File: config.mk
export PLATFORM = sky130hd
export DESIGN_NAME = perf_state_ctrl
export DESIGN_NICKNAME = d
export VERILOG_FILES = /design/src/verilog/perf_state_pkg.sv /design/src/verilog/feedback_counter.sv /design/src/verilog/op_point_stepper.sv /design/src/verilog/perf_state_ctrl.sv
export SDC_FILE = /design/constraint.sdc
export NUM_CORES = 1
export LEC_CHECK = 0
export BUFFER_PORTS_ARGS = -buffer_cell sky130_fd_sc_hd__buf_4
export CAP_MARGIN = 20
export CORE_UTILIZATION = 40
export DETAILED_ROUTE_END_ITERATION = 10
export HOLD_SLACK_MARGIN = 0.12
export PLACE_DENSITY = 0.67
export RECOVER_POWER = 25
export SLEW_MARGIN = 30
export SYNTH_ARGS = -nofsm -noshare
export SYNTH_HDL_FRONTEND = slang
export SYNTH_HIERARCHICAL = 1
export SYNTH_SLANG_ARGS = --single-unit
File: constraint.sdc
create_clock -name clock -period 3.3 [get_ports clock]
set_input_delay 0.495 -clock clock [delete_from_list [all_inputs] [get_ports clock]]
set_output_delay 0.495 -clock clock [all_outputs]
set_load 0.01 [all_outputs]
File: src/verilog/perf_state_pkg.sv
// Shared constants and types for the performance-state control block
package perf_state_pkg;

    // Data widths
    localparam int DATA_W = 64;
    localparam int ADDR_W = 32;
    localparam int OP_W   = 16;
    localparam int ID_W   = 32;

    // Model register addresses
    localparam logic [ADDR_W-1:0] ADDR_FIXED_COUNT  = 32'h0000_00e7;
    localparam logic [ADDR_W-1:0] ADDR_ACTUAL_COUNT = 32'h0000_00e8;
    localparam logic [ADDR_W-1:0] ADDR_OP_REQUEST   = 32'h0000_0010;
    localparam logic [ADDR_W-1:0] ADDR_OP_CURRENT   = 32'h0000_0011;
    localparam logic [ADDR_W-1:0] ADDR_MISC_ENABLES = 32'h0000_0012;

    // Field positions
    localparam int MISC_TRANSITION_EN_BIT = 16;
    localparam int ID_ECX_TRANSITION_BIT  = 7;
    localparam int ID_ECX_FEEDBACK_BIT    = 0;

    // Identification leaves
    localparam logic [ID_W-1:0] LEAF_FEATURES    = 32'h0000_0001;
    localparam logic [ID_W-1:0] LEAF_POWER_MGMT  = 32'h0000_0006;

    // Reset values
    localparam logic [DATA_W-1:0] COUNT_RESET    = 64'h0000_0000_0000_0000;
    localparam logic [OP_W-1:0]   OP_CODE_RESET  = 16'h0000;
    localparam logic [ID_W-1:0]   ID_ZERO        = 32'h0000_0000;

    // Operating-point stepper states
    typedef enum logic {
        STEP_IDLE,
        STEP_MOVING
    } step_state_type;

endpackage

File: src/verilog/feedback_counter.sv
// One 64-bit feedback counter with write, increment and joint clear
`timescale 1ns/1ns
module feedback_counter (
    input  logic                              clock,
    input  logic                              rst_n,
    input  logic                              inc,
    input  logic                              clear_all,
    input  logic                              wr,
    input  logic [perf_state_pkg::DATA_W-1:0] wdata,
    output logic [perf_state_pkg::DATA_W-1:0] count,
    output logic                              wrap
);
    logic [perf_state_pkg::DATA_W-1:0] count_reg;
    logic [perf_state_pkg::DATA_W-1:0] count_next;

    // Carry out of the top bit on this increment
    assign wrap  = inc && (&count_reg);
    assign count = count_reg;

    // Software write wins, then joint clear, then counting
    always_comb begin
        count_next = count_reg;
        if (wr) begin
            count_next = wdata;
        end else if (clear_all) begin
            count_next = perf_state_pkg::COUNT_RESET;
        end else if (inc) begin
            count_next = count_reg + 64'h1;
        end
    end

    // Counter register
    always_ff @(posedge clock or negedge rst_n) begin
        if (!rst_n) begin
            count_reg <= perf_state_pkg::COUNT_RESET;
        end else begin
            count_reg <= count_next;
        end
    end
endmodule

File: src/verilog/op_point_stepper.sv
// Sequencer that steps the operating point to the latest requested code
`timescale 1ns/1ns
module op_point_stepper (
    input  logic                            clock,
    input  logic                            rst_n,
    input  logic                            enable,
    input  logic                            req_write,
    input  logic [perf_state_pkg::OP_W-1:0] req_code,
    input  logic                            step_done,
    output logic [perf_state_pkg::OP_W-1:0] step_code,
    output logic                            step_start,
    output logic [perf_state_pkg::OP_W-1:0] current_code,
    output logic                            transition_event,
    output logic                            busy,
    output logic                            pending
);
    perf_state_pkg::step_state_type state_reg, state_next;
    logic                            pending_reg, pending_next;
    logic [perf_state_pkg::OP_W-1:0] pend_code_reg, pend_code_next;
    logic [perf_state_pkg::OP_W-1:0] step_code_reg, step_code_next;
    logic [perf_state_pkg::OP_W-1:0] current_reg, current_next;
    logic                            start_reg, start_next;
    logic                            event_reg, event_next;

    // Next-state logic of the stepper
    always_comb begin
        state_next     = state_reg;
        pending_next   = pending_reg;
        pend_code_next = pend_code_reg;
        step_code_next = step_code_reg;
        current_next   = current_reg;
        start_next     = 1'b0;
        event_next     = 1'b0;
        case (state_reg)
            perf_state_pkg::STEP_IDLE: begin
                if (enable && pending_reg) begin
                    step_code_next = pend_code_reg;
                    start_next     = 1'b1;
                    pending_next   = 1'b0;
                    state_next     = perf_state_pkg::STEP_MOVING;
                end
            end
            perf_state_pkg::STEP_MOVING: begin
                if (step_done) begin
                    current_next = step_code_reg;
                    event_next   = 1'b1;
                    state_next   = perf_state_pkg::STEP_IDLE;
                end
            end
            default: begin
                state_next = perf_state_pkg::STEP_IDLE;
            end
        endcase
        // A new request is kept even mid-step; it wins over the take
        if (req_write) begin
            pending_next   = 1'b1;
            pend_code_next = req_code;
        end
    end

    // Stepper registers
    always_ff @(posedge clock or negedge rst_n) begin
        if (!rst_n) begin
            state_reg     <= perf_state_pkg::STEP_IDLE;
            pending_reg   <= 1'b0;
            pend_code_reg <= perf_state_pkg::OP_CODE_RESET;
            step_code_reg <= perf_state_pkg::OP_CODE_RESET;
            current_reg   <= perf_state_pkg::OP_CODE_RESET;
            start_reg     <= 1'b0;
            event_reg     <= 1'b0;
        end else begin
            state_reg     <= state_next;
            pending_reg   <= pending_next;
            pend_code_reg <= pend_code_next;
            step_code_reg <= step_code_next;
            current_reg   <= current_next;
            start_reg     <= start_next;
            event_reg     <= event_next;
        end
    end

    assign step_code        = step_code_reg;
    assign step_start       = start_reg;
    assign current_code     = current_reg;
    assign transition_event = event_reg;
    assign busy             = (state_reg == perf_state_pkg::STEP_MOVING);
    assign pending          = pending_reg;
endmodule

File: src/verilog/perf_state_ctrl.sv
// Per-processor performance-state request, status and feedback counters
`timescale 1ns/1ns
// Notes on behaviour
// Feature query reports transition support, ECX bit 7
// Transitions run only while enable bit 16 set
// Writing request code starts a transition
// Request written mid-transition is kept, applied after
// Request register reads back last requested code
// Separate read-only status shows code in effect
// Code meaning is implementation defined, passed through
// Each change is one discrete step
// Leaf six ECX bit 0 reports counters
// Fixed-rate counter advances on reference ticks
// Actual-rate counter advances with delivered performance
// Counters are per processor, count only in C0
// Either overflow clears both counters to zero
// Full 64-bit counters, written independently
// Software uses only the counter ratio
// Software records or zeroes both per window
// Software detects overflow by smaller reread value
// Software checks capability before using the ratio
// Applications leave request and status registers alone
// Transition events are counted by monitoring outputs
// Status changes only when a step completes
module perf_state_ctrl (
    input  logic                              clock,
    input  logic                              rst_n,
    input  logic [perf_state_pkg::ADDR_W-1:0] reg_addr,
    input  logic [perf_state_pkg::DATA_W-1:0] reg_wdata,
    input  logic                              reg_write,
    input  logic                              reg_read,
    output logic [perf_state_pkg::DATA_W-1:0] reg_rdata,
    output logic                              reg_rvalid,
    input  logic                              id_query,
    input  logic [perf_state_pkg::ID_W-1:0]   id_leaf,
    output logic [perf_state_pkg::ID_W-1:0]   id_ecx,
    output logic                              id_valid,
    input  logic                              c0_active,
    input  logic                              ref_tick,
    input  logic                              perf_tick,
    input  logic                              step_done,
    output logic [perf_state_pkg::OP_W-1:0]   step_code,
    output logic                              step_start,
    output logic                              transition_event
);
    // Register file state
    logic [perf_state_pkg::OP_W-1:0]   request_reg, request_next;
    logic                              trans_en_reg, trans_en_next;
    logic [perf_state_pkg::DATA_W-1:0] rdata_reg, rdata_next;
    logic                              rvalid_reg, rvalid_next;
    logic [perf_state_pkg::ID_W-1:0]   ecx_reg, ecx_next;
    logic                              id_valid_reg, id_valid_next;

    // Decoded strobes and internal wires
    logic                              wr_request;
    logic                              wr_misc;
    logic                              wr_fixed;
    logic                              wr_actual;
    logic                              inc_fixed;
    logic                              inc_actual;
    logic                              wrap_fixed;
    logic                              wrap_actual;
    logic                              clear_both;
    logic [perf_state_pkg::DATA_W-1:0] fixed_count;
    logic [perf_state_pkg::DATA_W-1:0] actual_count;
    logic [perf_state_pkg::OP_W-1:0]   current_code;
    logic                              busy;
    logic                              pending;

    // Address match used by every decode
    function automatic logic addr_is(input logic [perf_state_pkg::ADDR_W-1:0] a,
                                     input logic [perf_state_pkg::ADDR_W-1:0] b);
        addr_is = (a == b);
    endfunction

    // Write strobes
    assign wr_request = reg_write && addr_is(reg_addr, perf_state_pkg::ADDR_OP_REQUEST);
    assign wr_misc    = reg_write && addr_is(reg_addr, perf_state_pkg::ADDR_MISC_ENABLES);
    assign wr_fixed   = reg_write && addr_is(reg_addr, perf_state_pkg::ADDR_FIXED_COUNT);
    assign wr_actual  = reg_write && addr_is(reg_addr, perf_state_pkg::ADDR_ACTUAL_COUNT);

    // Counting only in the active state
    assign inc_fixed  = c0_active && ref_tick;
    assign inc_actual = c0_active && perf_tick;
    assign clear_both = wrap_fixed || wrap_actual;

    // Fixed-rate feedback counter
    feedback_counter u_fixed (
        .clock     (clock),
        .rst_n     (rst_n),
        .inc       (inc_fixed),
        .clear_all (clear_both),
        .wr        (wr_fixed),
        .wdata     (reg_wdata),
        .count     (fixed_count),
        .wrap      (wrap_fixed)
    );

    // Actual-rate feedback counter
    feedback_counter u_actual (
        .clock     (clock),
        .rst_n     (rst_n),
        .inc       (inc_actual),
        .clear_all (clear_both),
        .wr        (wr_actual),
        .wdata     (reg_wdata),
        .count     (actual_count),
        .wrap      (wrap_actual)
    );

    // Operating-point stepper; codes pass through unchanged
    op_point_stepper u_stepper (
        .clock            (clock),
        .rst_n            (rst_n),
        .enable           (trans_en_reg),
        .req_write        (wr_request),
        .req_code         (reg_wdata[perf_state_pkg::OP_W-1:0]),
        .step_done        (step_done),
        .step_code        (step_code),
        .step_start       (step_start),
        .current_code     (current_code),
        .transition_event (transition_event),
        .busy             (busy),
        .pending          (pending)
    );

    // Register writes, reads and identification answers
    always_comb begin
        request_next  = request_reg;
        trans_en_next = trans_en_reg;
        rdata_next    = rdata_reg;
        rvalid_next   = reg_read;
        ecx_next      = ecx_reg;
        id_valid_next = id_query;
        if (wr_request) begin
            request_next = reg_wdata[perf_state_pkg::OP_W-1:0];
        end
        if (wr_misc) begin
            trans_en_next = reg_wdata[perf_state_pkg::MISC_TRANSITION_EN_BIT];
        end
        if (reg_read) begin
            rdata_next = '0;
            if (addr_is(reg_addr, perf_state_pkg::ADDR_OP_REQUEST)) begin
                rdata_next[perf_state_pkg::OP_W-1:0] = request_reg;
            end else if (addr_is(reg_addr, perf_state_pkg::ADDR_OP_CURRENT)) begin
                rdata_next[perf_state_pkg::OP_W-1:0] = current_code;
            end else if (addr_is(reg_addr, perf_state_pkg::ADDR_MISC_ENABLES)) begin
                rdata_next[perf_state_pkg::MISC_TRANSITION_EN_BIT] = trans_en_reg;
            end else if (addr_is(reg_addr, perf_state_pkg::ADDR_FIXED_COUNT)) begin
                rdata_next = fixed_count;
            end else if (addr_is(reg_addr, perf_state_pkg::ADDR_ACTUAL_COUNT)) begin
                rdata_next = actual_count;
            end
        end
        if (id_query) begin
            ecx_next = perf_state_pkg::ID_ZERO;
            if (id_leaf == perf_state_pkg::LEAF_FEATURES) begin
                ecx_next[perf_state_pkg::ID_ECX_TRANSITION_BIT] = 1'b1;
            end else if (id_leaf == perf_state_pkg::LEAF_POWER_MGMT) begin
                ecx_next[perf_state_pkg::ID_ECX_FEEDBACK_BIT] = 1'b1;
            end
        end
    end

    // Register file flops; enable bit clears on reset
    always_ff @(posedge clock or negedge rst_n) begin
        if (!rst_n) begin
            request_reg  <= perf_state_pkg::OP_CODE_RESET;
            trans_en_reg <= 1'b0;
            rdata_reg    <= perf_state_pkg::COUNT_RESET;
            rvalid_reg   <= 1'b0;
            ecx_reg      <= perf_state_pkg::ID_ZERO;
            id_valid_reg <= 1'b0;
        end else begin
            request_reg  <= request_next;
            trans_en_reg <= trans_en_next;
            rdata_reg    <= rdata_next;
            rvalid_reg   <= rvalid_next;
            ecx_reg      <= ecx_next;
            id_valid_reg <= id_valid_next;
        end
    end

    assign reg_rdata  = rdata_reg;
    assign reg_rvalid = rvalid_reg;
    assign id_ecx     = ecx_reg;
    assign id_valid   = id_valid_reg;

    // Checks on the behaviour above
    property p_feature_flag;
        @(posedge clock) disable iff (!rst_n)
        (id_query && id_leaf == perf_state_pkg::LEAF_FEATURES)
            |=> id_valid && id_ecx[perf_state_pkg::ID_ECX_TRANSITION_BIT];
    endproperty
    a_feature_flag: assert property (p_feature_flag)
        else $error("transition support flag missing");

    property p_counter_flag;
        @(posedge clock) disable iff (!rst_n)
        (id_query && id_leaf == perf_state_pkg::LEAF_POWER_MGMT)
            |=> id_ecx[perf_state_pkg::ID_ECX_FEEDBACK_BIT];
    endproperty
    a_counter_flag: assert property (p_counter_flag)
        else $error("feedback counter flag missing");

    property p_enable_gate;
        @(posedge clock) disable iff (!rst_n)
        step_start |-> $past(trans_en_reg);
    endproperty
    a_enable_gate: assert property (p_enable_gate)
        else $error("step started while transitions disabled");

    property p_write_starts;
        @(posedge clock) disable iff (!rst_n)
        (wr_request && trans_en_reg && !busy && !pending && !wr_misc)
            |-> ##2 (step_start && step_code == $past(reg_wdata[perf_state_pkg::OP_W-1:0], 2));
    endproperty
    a_write_starts: assert property (p_write_starts)
        else $error("request write did not start a step");

    property p_keep_late;
        @(posedge clock) disable iff (!rst_n)
        (wr_request && busy) |=> pending;
    endproperty
    a_keep_late: assert property (p_keep_late)
        else $error("request during step was lost");

    property p_readback;
        @(posedge clock) disable iff (!rst_n)
        wr_request ##1 (reg_read && addr_is(reg_addr, perf_state_pkg::ADDR_OP_REQUEST)
            && !wr_request)
            |=> reg_rvalid
            && reg_rdata[perf_state_pkg::OP_W-1:0] == $past(reg_wdata[perf_state_pkg::OP_W-1:0], 2);
    endproperty
    a_readback: assert property (p_readback)
        else $error("request readback differs from last write");

    property p_status_on_done;
        @(posedge clock) disable iff (!rst_n)
        !$stable(current_code) |-> $past(step_done && busy) && transition_event;
    endproperty
    a_status_on_done: assert property (p_status_on_done)
        else $error("status changed without a completed step");

    property p_fixed_counts;
        @(posedge clock) disable iff (!rst_n)
        (inc_fixed && !wr_fixed && !clear_both) |=> fixed_count == $past(fixed_count) + 64'h1;
    endproperty
    a_fixed_counts: assert property (p_fixed_counts)
        else $error("fixed-rate counter did not advance");

    property p_idle_hold;
        @(posedge clock) disable iff (!rst_n)
        (!c0_active && !wr_fixed && !wr_actual)
            |=> $stable(fixed_count) && $stable(actual_count);
    endproperty
    a_idle_hold: assert property (p_idle_hold)
        else $error("counter moved outside the active state");

    property p_joint_clear;
        @(posedge clock) disable iff (!rst_n)
        (clear_both && !wr_fixed && !wr_actual)
            |=> fixed_count == 64'h0 && actual_count == 64'h0;
    endproperty
    a_joint_clear: assert property (p_joint_clear)
        else $error("overflow did not clear both counters");

    property p_independent;
        @(posedge clock) disable iff (!rst_n)
        (wr_fixed && !inc_actual && !clear_both)
            |=> actual_count == $past(actual_count) && fixed_count == $past(reg_wdata);
    endproperty
    a_independent: assert property (p_independent)
        else $error("counter write disturbed the other counter");

    property p_actual_counts;
        @(posedge clock) disable iff (!rst_n)
        (inc_actual && !wr_actual && !clear_both)
            |=> actual_count == $past(actual_count) + 64'h1;
    endproperty
    a_actual_counts: assert property (p_actual_counts)
        else $error("actual-rate counter did not advance");

    property p_status_read;
        @(posedge clock) disable iff (!rst_n)
        (reg_read && addr_is(reg_addr, perf_state_pkg::ADDR_OP_CURRENT))
            |=> reg_rvalid && reg_rdata[perf_state_pkg::OP_W-1:0] == $past(current_code)
            && reg_rdata[perf_state_pkg::DATA_W-1:perf_state_pkg::OP_W] == '0;
    endproperty
    a_status_read: assert property (p_status_read)
        else $error("status read differs from code in effect");

    property p_one_step;
        @(posedge clock) disable iff (!rst_n)
        step_start |-> busy && !$past(busy);
    endproperty
    a_one_step: assert property (p_one_step)
        else $error("step started while another was running");

    property p_done_idle;
        @(posedge clock) disable iff (!rst_n)
        (step_done && !busy) |=> $stable(current_code) && !transition_event;
    endproperty
    a_done_idle: assert property (p_done_idle)
        else $error("completion while idle changed the status");

    property p_misc_read;
        @(posedge clock) disable iff (!rst_n)
        (reg_read && addr_is(reg_addr, perf_state_pkg::ADDR_MISC_ENABLES))
            |=> reg_rdata[perf_state_pkg::MISC_TRANSITION_EN_BIT] == $past(trans_en_reg);
    endproperty
    a_misc_read: assert property (p_misc_read)
        else $error("enable bit readback differs");
endmodule

==> metrics.md <==
| Metric | Value |
|---|---|
| Outcome | `finished, violations left` |
| Violated checks | `max-capacitance violations, max-slew violations` |
| Design area | `18900 µm²` |
| Post-DR vias/cell | `between 6 and 7` |
| Crit path required time | `3760 ps` |
| CTS H-Tree Depth | `1` |
| Power per Cell Area | `412 nW/µm²` |
| Fmax | `0.316 GHz` |
| Synthesis warning total | `6` |
| Seq/Total Area, Yosys | `44.2%` |
| Die height | `196 µm` |
| DRT Wirelength | `56500 µm` |
| Fin util | `51.3%` |
| Vias in the first global route | `14159` |
| Max Cap Viol | `2` |
| Die area | `between 30000 and 40000 µm²` |
| Global-route wire length before repair | `85600 µm` |
| DRT iter0 DRCs | `1519` |
| Placed Cells | `2253` |
| Relative slew slack | `-38.2%` |
| IO buf count | `222` |
| Min Hold Slack | `about 130 ps` |
| Final hold vios | `0` |
| Post-synth EDFFs | `0` |
| Critical path type | `reg -> reg` |
| Worst skew pair latency | `590 ps` |
| Post-route minimum period | `roughly 3200 ps` |
| IO Pins | `~250` |
| Nets | `1965` |
| CTS tree | `built` |
| Clock transition at path regs | `around 70 ps` |
| Share of layout cells above drive strength 1 | `about a quarter` |
| Worst IR drop on VDD | `about 0.43 mV` |
| Row Count | `70` |
| CTS root buffer | `clkbuf_16` |
| Largest net degree at the start of global routing | `78` |
| WL per Instance | `around 24 µm` |
| Synth-to-layout area growth | `25.6%` |
| Total clock sinks | `~270` |
| Core Area | `36800 µm²` |
| Synth cell types | `slightly above 70` |
| Setup-failing EPs final | `0` |
| Setup TNS | `0 ps` |
| Cts bufs inserted | `31` |
| Critical path fanouts, max | `12` |
| WP data arrival | `3620 ps` |
| Width of the die | `196 µm` |
| Residual DRC | `0` |
| Final antenna-violating net count | `0` |
| Syn Area/Cell | `9.69 µm²` |
| Max clock buf depth | `3` |
| Cells after Synth | `approximately 1500` |
| Final global-route overflow total | `0` |
| Initial antenna violation count | `2` |
| Starting Density | `around 41%` |
| HPWL after DPL | `~41000 µm` |
| Top FF cell, synth | `dfrtp_1` |
| Period utilisation layout | `95.9%` |
| Unrepaired setup endpoints after global routing | `false` |
| Worst-Margin Slew | `between 2000 and 2500 ps` |
| Final GP Congestion | `0.989` |
| Clock skew | `16.7 ps` |
| Placed Instance Area | `17700 µm²` |
| Non-Filler Instances | `2319` |
| CP endpoint kind | `register` |
| Final Max Tran Viols | `approximately 150` |
| Worst hold path type | `in -> reg` |
| Via total after detailed routing | `between 10000 and 15000` |
| Number of synthesized register bits | `about 270` |
| GRT Util Overall | `28.9%` |
| Post-Syn Area | `15000 µm²` |
| Async S/R FF share, synth | `100%` |
| Total setup buffers inserted after CTS | `0` |
| First-pass DRT Iterations | `6` |
| Leakage Power | `8.03 nW` |
| Startpoint types | `register` |
==> where the power goes <==
group	switching [mW]	internal, mW
Sequential	0.136	3.33
Clock	1.47	2.25
Combinational	0.346	0.250
==> critical path: stages, from the launching register on <==
cell and delay (ps):
dfrtp_1 430, ha_1 330, nand4_1 160, nor4_1 70, nand3_1 100, nor4_1 60
or2_2 420, or2_2 400, nor4b_1 510, nand3_1 170, o311ai_0 380
==> worst paths after layout <==
check | from | endpoint | slack [ps] | depth (start not counted)
min in group asynchronous | rst_n | u_stepper/current_code[0]$_DFFE_PN0P_ | 410 | 2
max in group asynchronous | rst_n | reg_rdata[34]$_DFFE_PN0P_ | 570 | 3
max reg2reg | u_fixed/count[0]$_DFFE_PN0P_ | u_fixed/count[31]$_DFFE_PN0P_ | 130 | 10
min | reg_wdata[34] | u_fixed/count[34]$_DFFE_PN0P_ | 130 | 3
max | u_fixed/count[0]$_DFFE_PN0P_ | u_fixed/count[31]$_DFFE_PN0P_ | 130 | 10
min reg2reg | reg_rdata[41]$_DFFE_PN0P_ | reg_rdata[41]$_DFFE_PN0P_ | 490 | 1
==> synth_stat cells (10+ instances only) <==
master     count  area (µm²)
a21oi_1       22         110
a221o_1       20         200
a22o_1        25         219
a22oi_1       55         413
a32oi_1       14         123
and2_1        11        68.8
and3_1        20         125
and4_1        13         114
buf_2         25         125
buf_4         33         248
clkbuf_1      75         282
dfrtp_1      265        6630
inv_1         18        67.6
mux2_1        17         191
mux2_2        40         450
nand2_1      165         619
nand3_1       98         490
nand4_1       78         488
nor2_1        50         188
nor3_1        36         180
nor4_1        53         332
nor4_2        10         125
o211ai_1      26         195
o21ai_0       70         350
o221a_1       16         180
o2bb2ai_1     47         412
o311ai_0      10        87.6
or2_2         11        68.8
or3_1         24         150
or4_1         28         210
xnor2_1       42         368
xor2_1        20         175
==> stage by stage <==
stage / power [mW] / setup slack [ps]
after global routing: 8.02 / 1.01
after CTS: 7.82 / 212
after global placement: 4.09 / 271
after floorplan: 3.75 / 173
after detailed placement: 4.10 / 245
final: 7.78 / 134
==> kinds of logic after synthesis <==
| kind of cell | share of synthesized area (%) |
|---|---|
| XOR/XNOR | 3.62 |
| AO/OA/AOI/OAI | 17.5 |
| buffers and inverters | 5.19 |
| adder cells (fa/ha/maj) | 0.167 |
| other | 0.0250 |
| multiplexers | 5.34 |
| flip-flops | 44.2 |
| AND/OR/NAND/NOR | 24.0 |
==> layer usage <==
metal / part of all wire, % / vias up / GRT usage [%] / wire length [µm]
li1: - / 6465 / - / -
met1: 42 / 7228 / 40.0 / 23500
met2: 45 / 856 / 44.8 / 25300
met3: 10 / 128 / 6.43 / 5860
met4: 3.2 / 2 / 9.95 / 1820
met5: 0.014 / - / 0 / 8
==> cells in the final DEF (no fill, tap or decap), types with 26 or more instances in the layout <==
cell type and n:
xnor2_1 42, o211ai_1 26, conb_1 30, o2bb2ai_1 47
clkbuf_16 31, a22oi_1 55, nand3_1 97, o21ai_0 70
dfrtp_1 265, buf_4 337, nand4_1 78, nand2_1 166
nor2_1 48, mux2_2 40, nor3_1 36, or4_1 28
nor4_1 51
==> layout make-up <==
class                      count  area, µm²
clock buffer                  40        870
antenna                        1       2.50
inverter                      19       71.3
clock inverter                17        231
fill                        3424      17900
timing repair buffer         355       2740
sequential                   265       6630
tap                          468        586
multi-input combinational   1154       7720
==> timing repair <==
action	in CTS	in global routing
hold buffers	8	0
setup endpoints to repair	0	1
endpoints found under the hold margin	55	0
resized for setup	0	1
No activity file was read; power rests on OpenSTA's default activity.
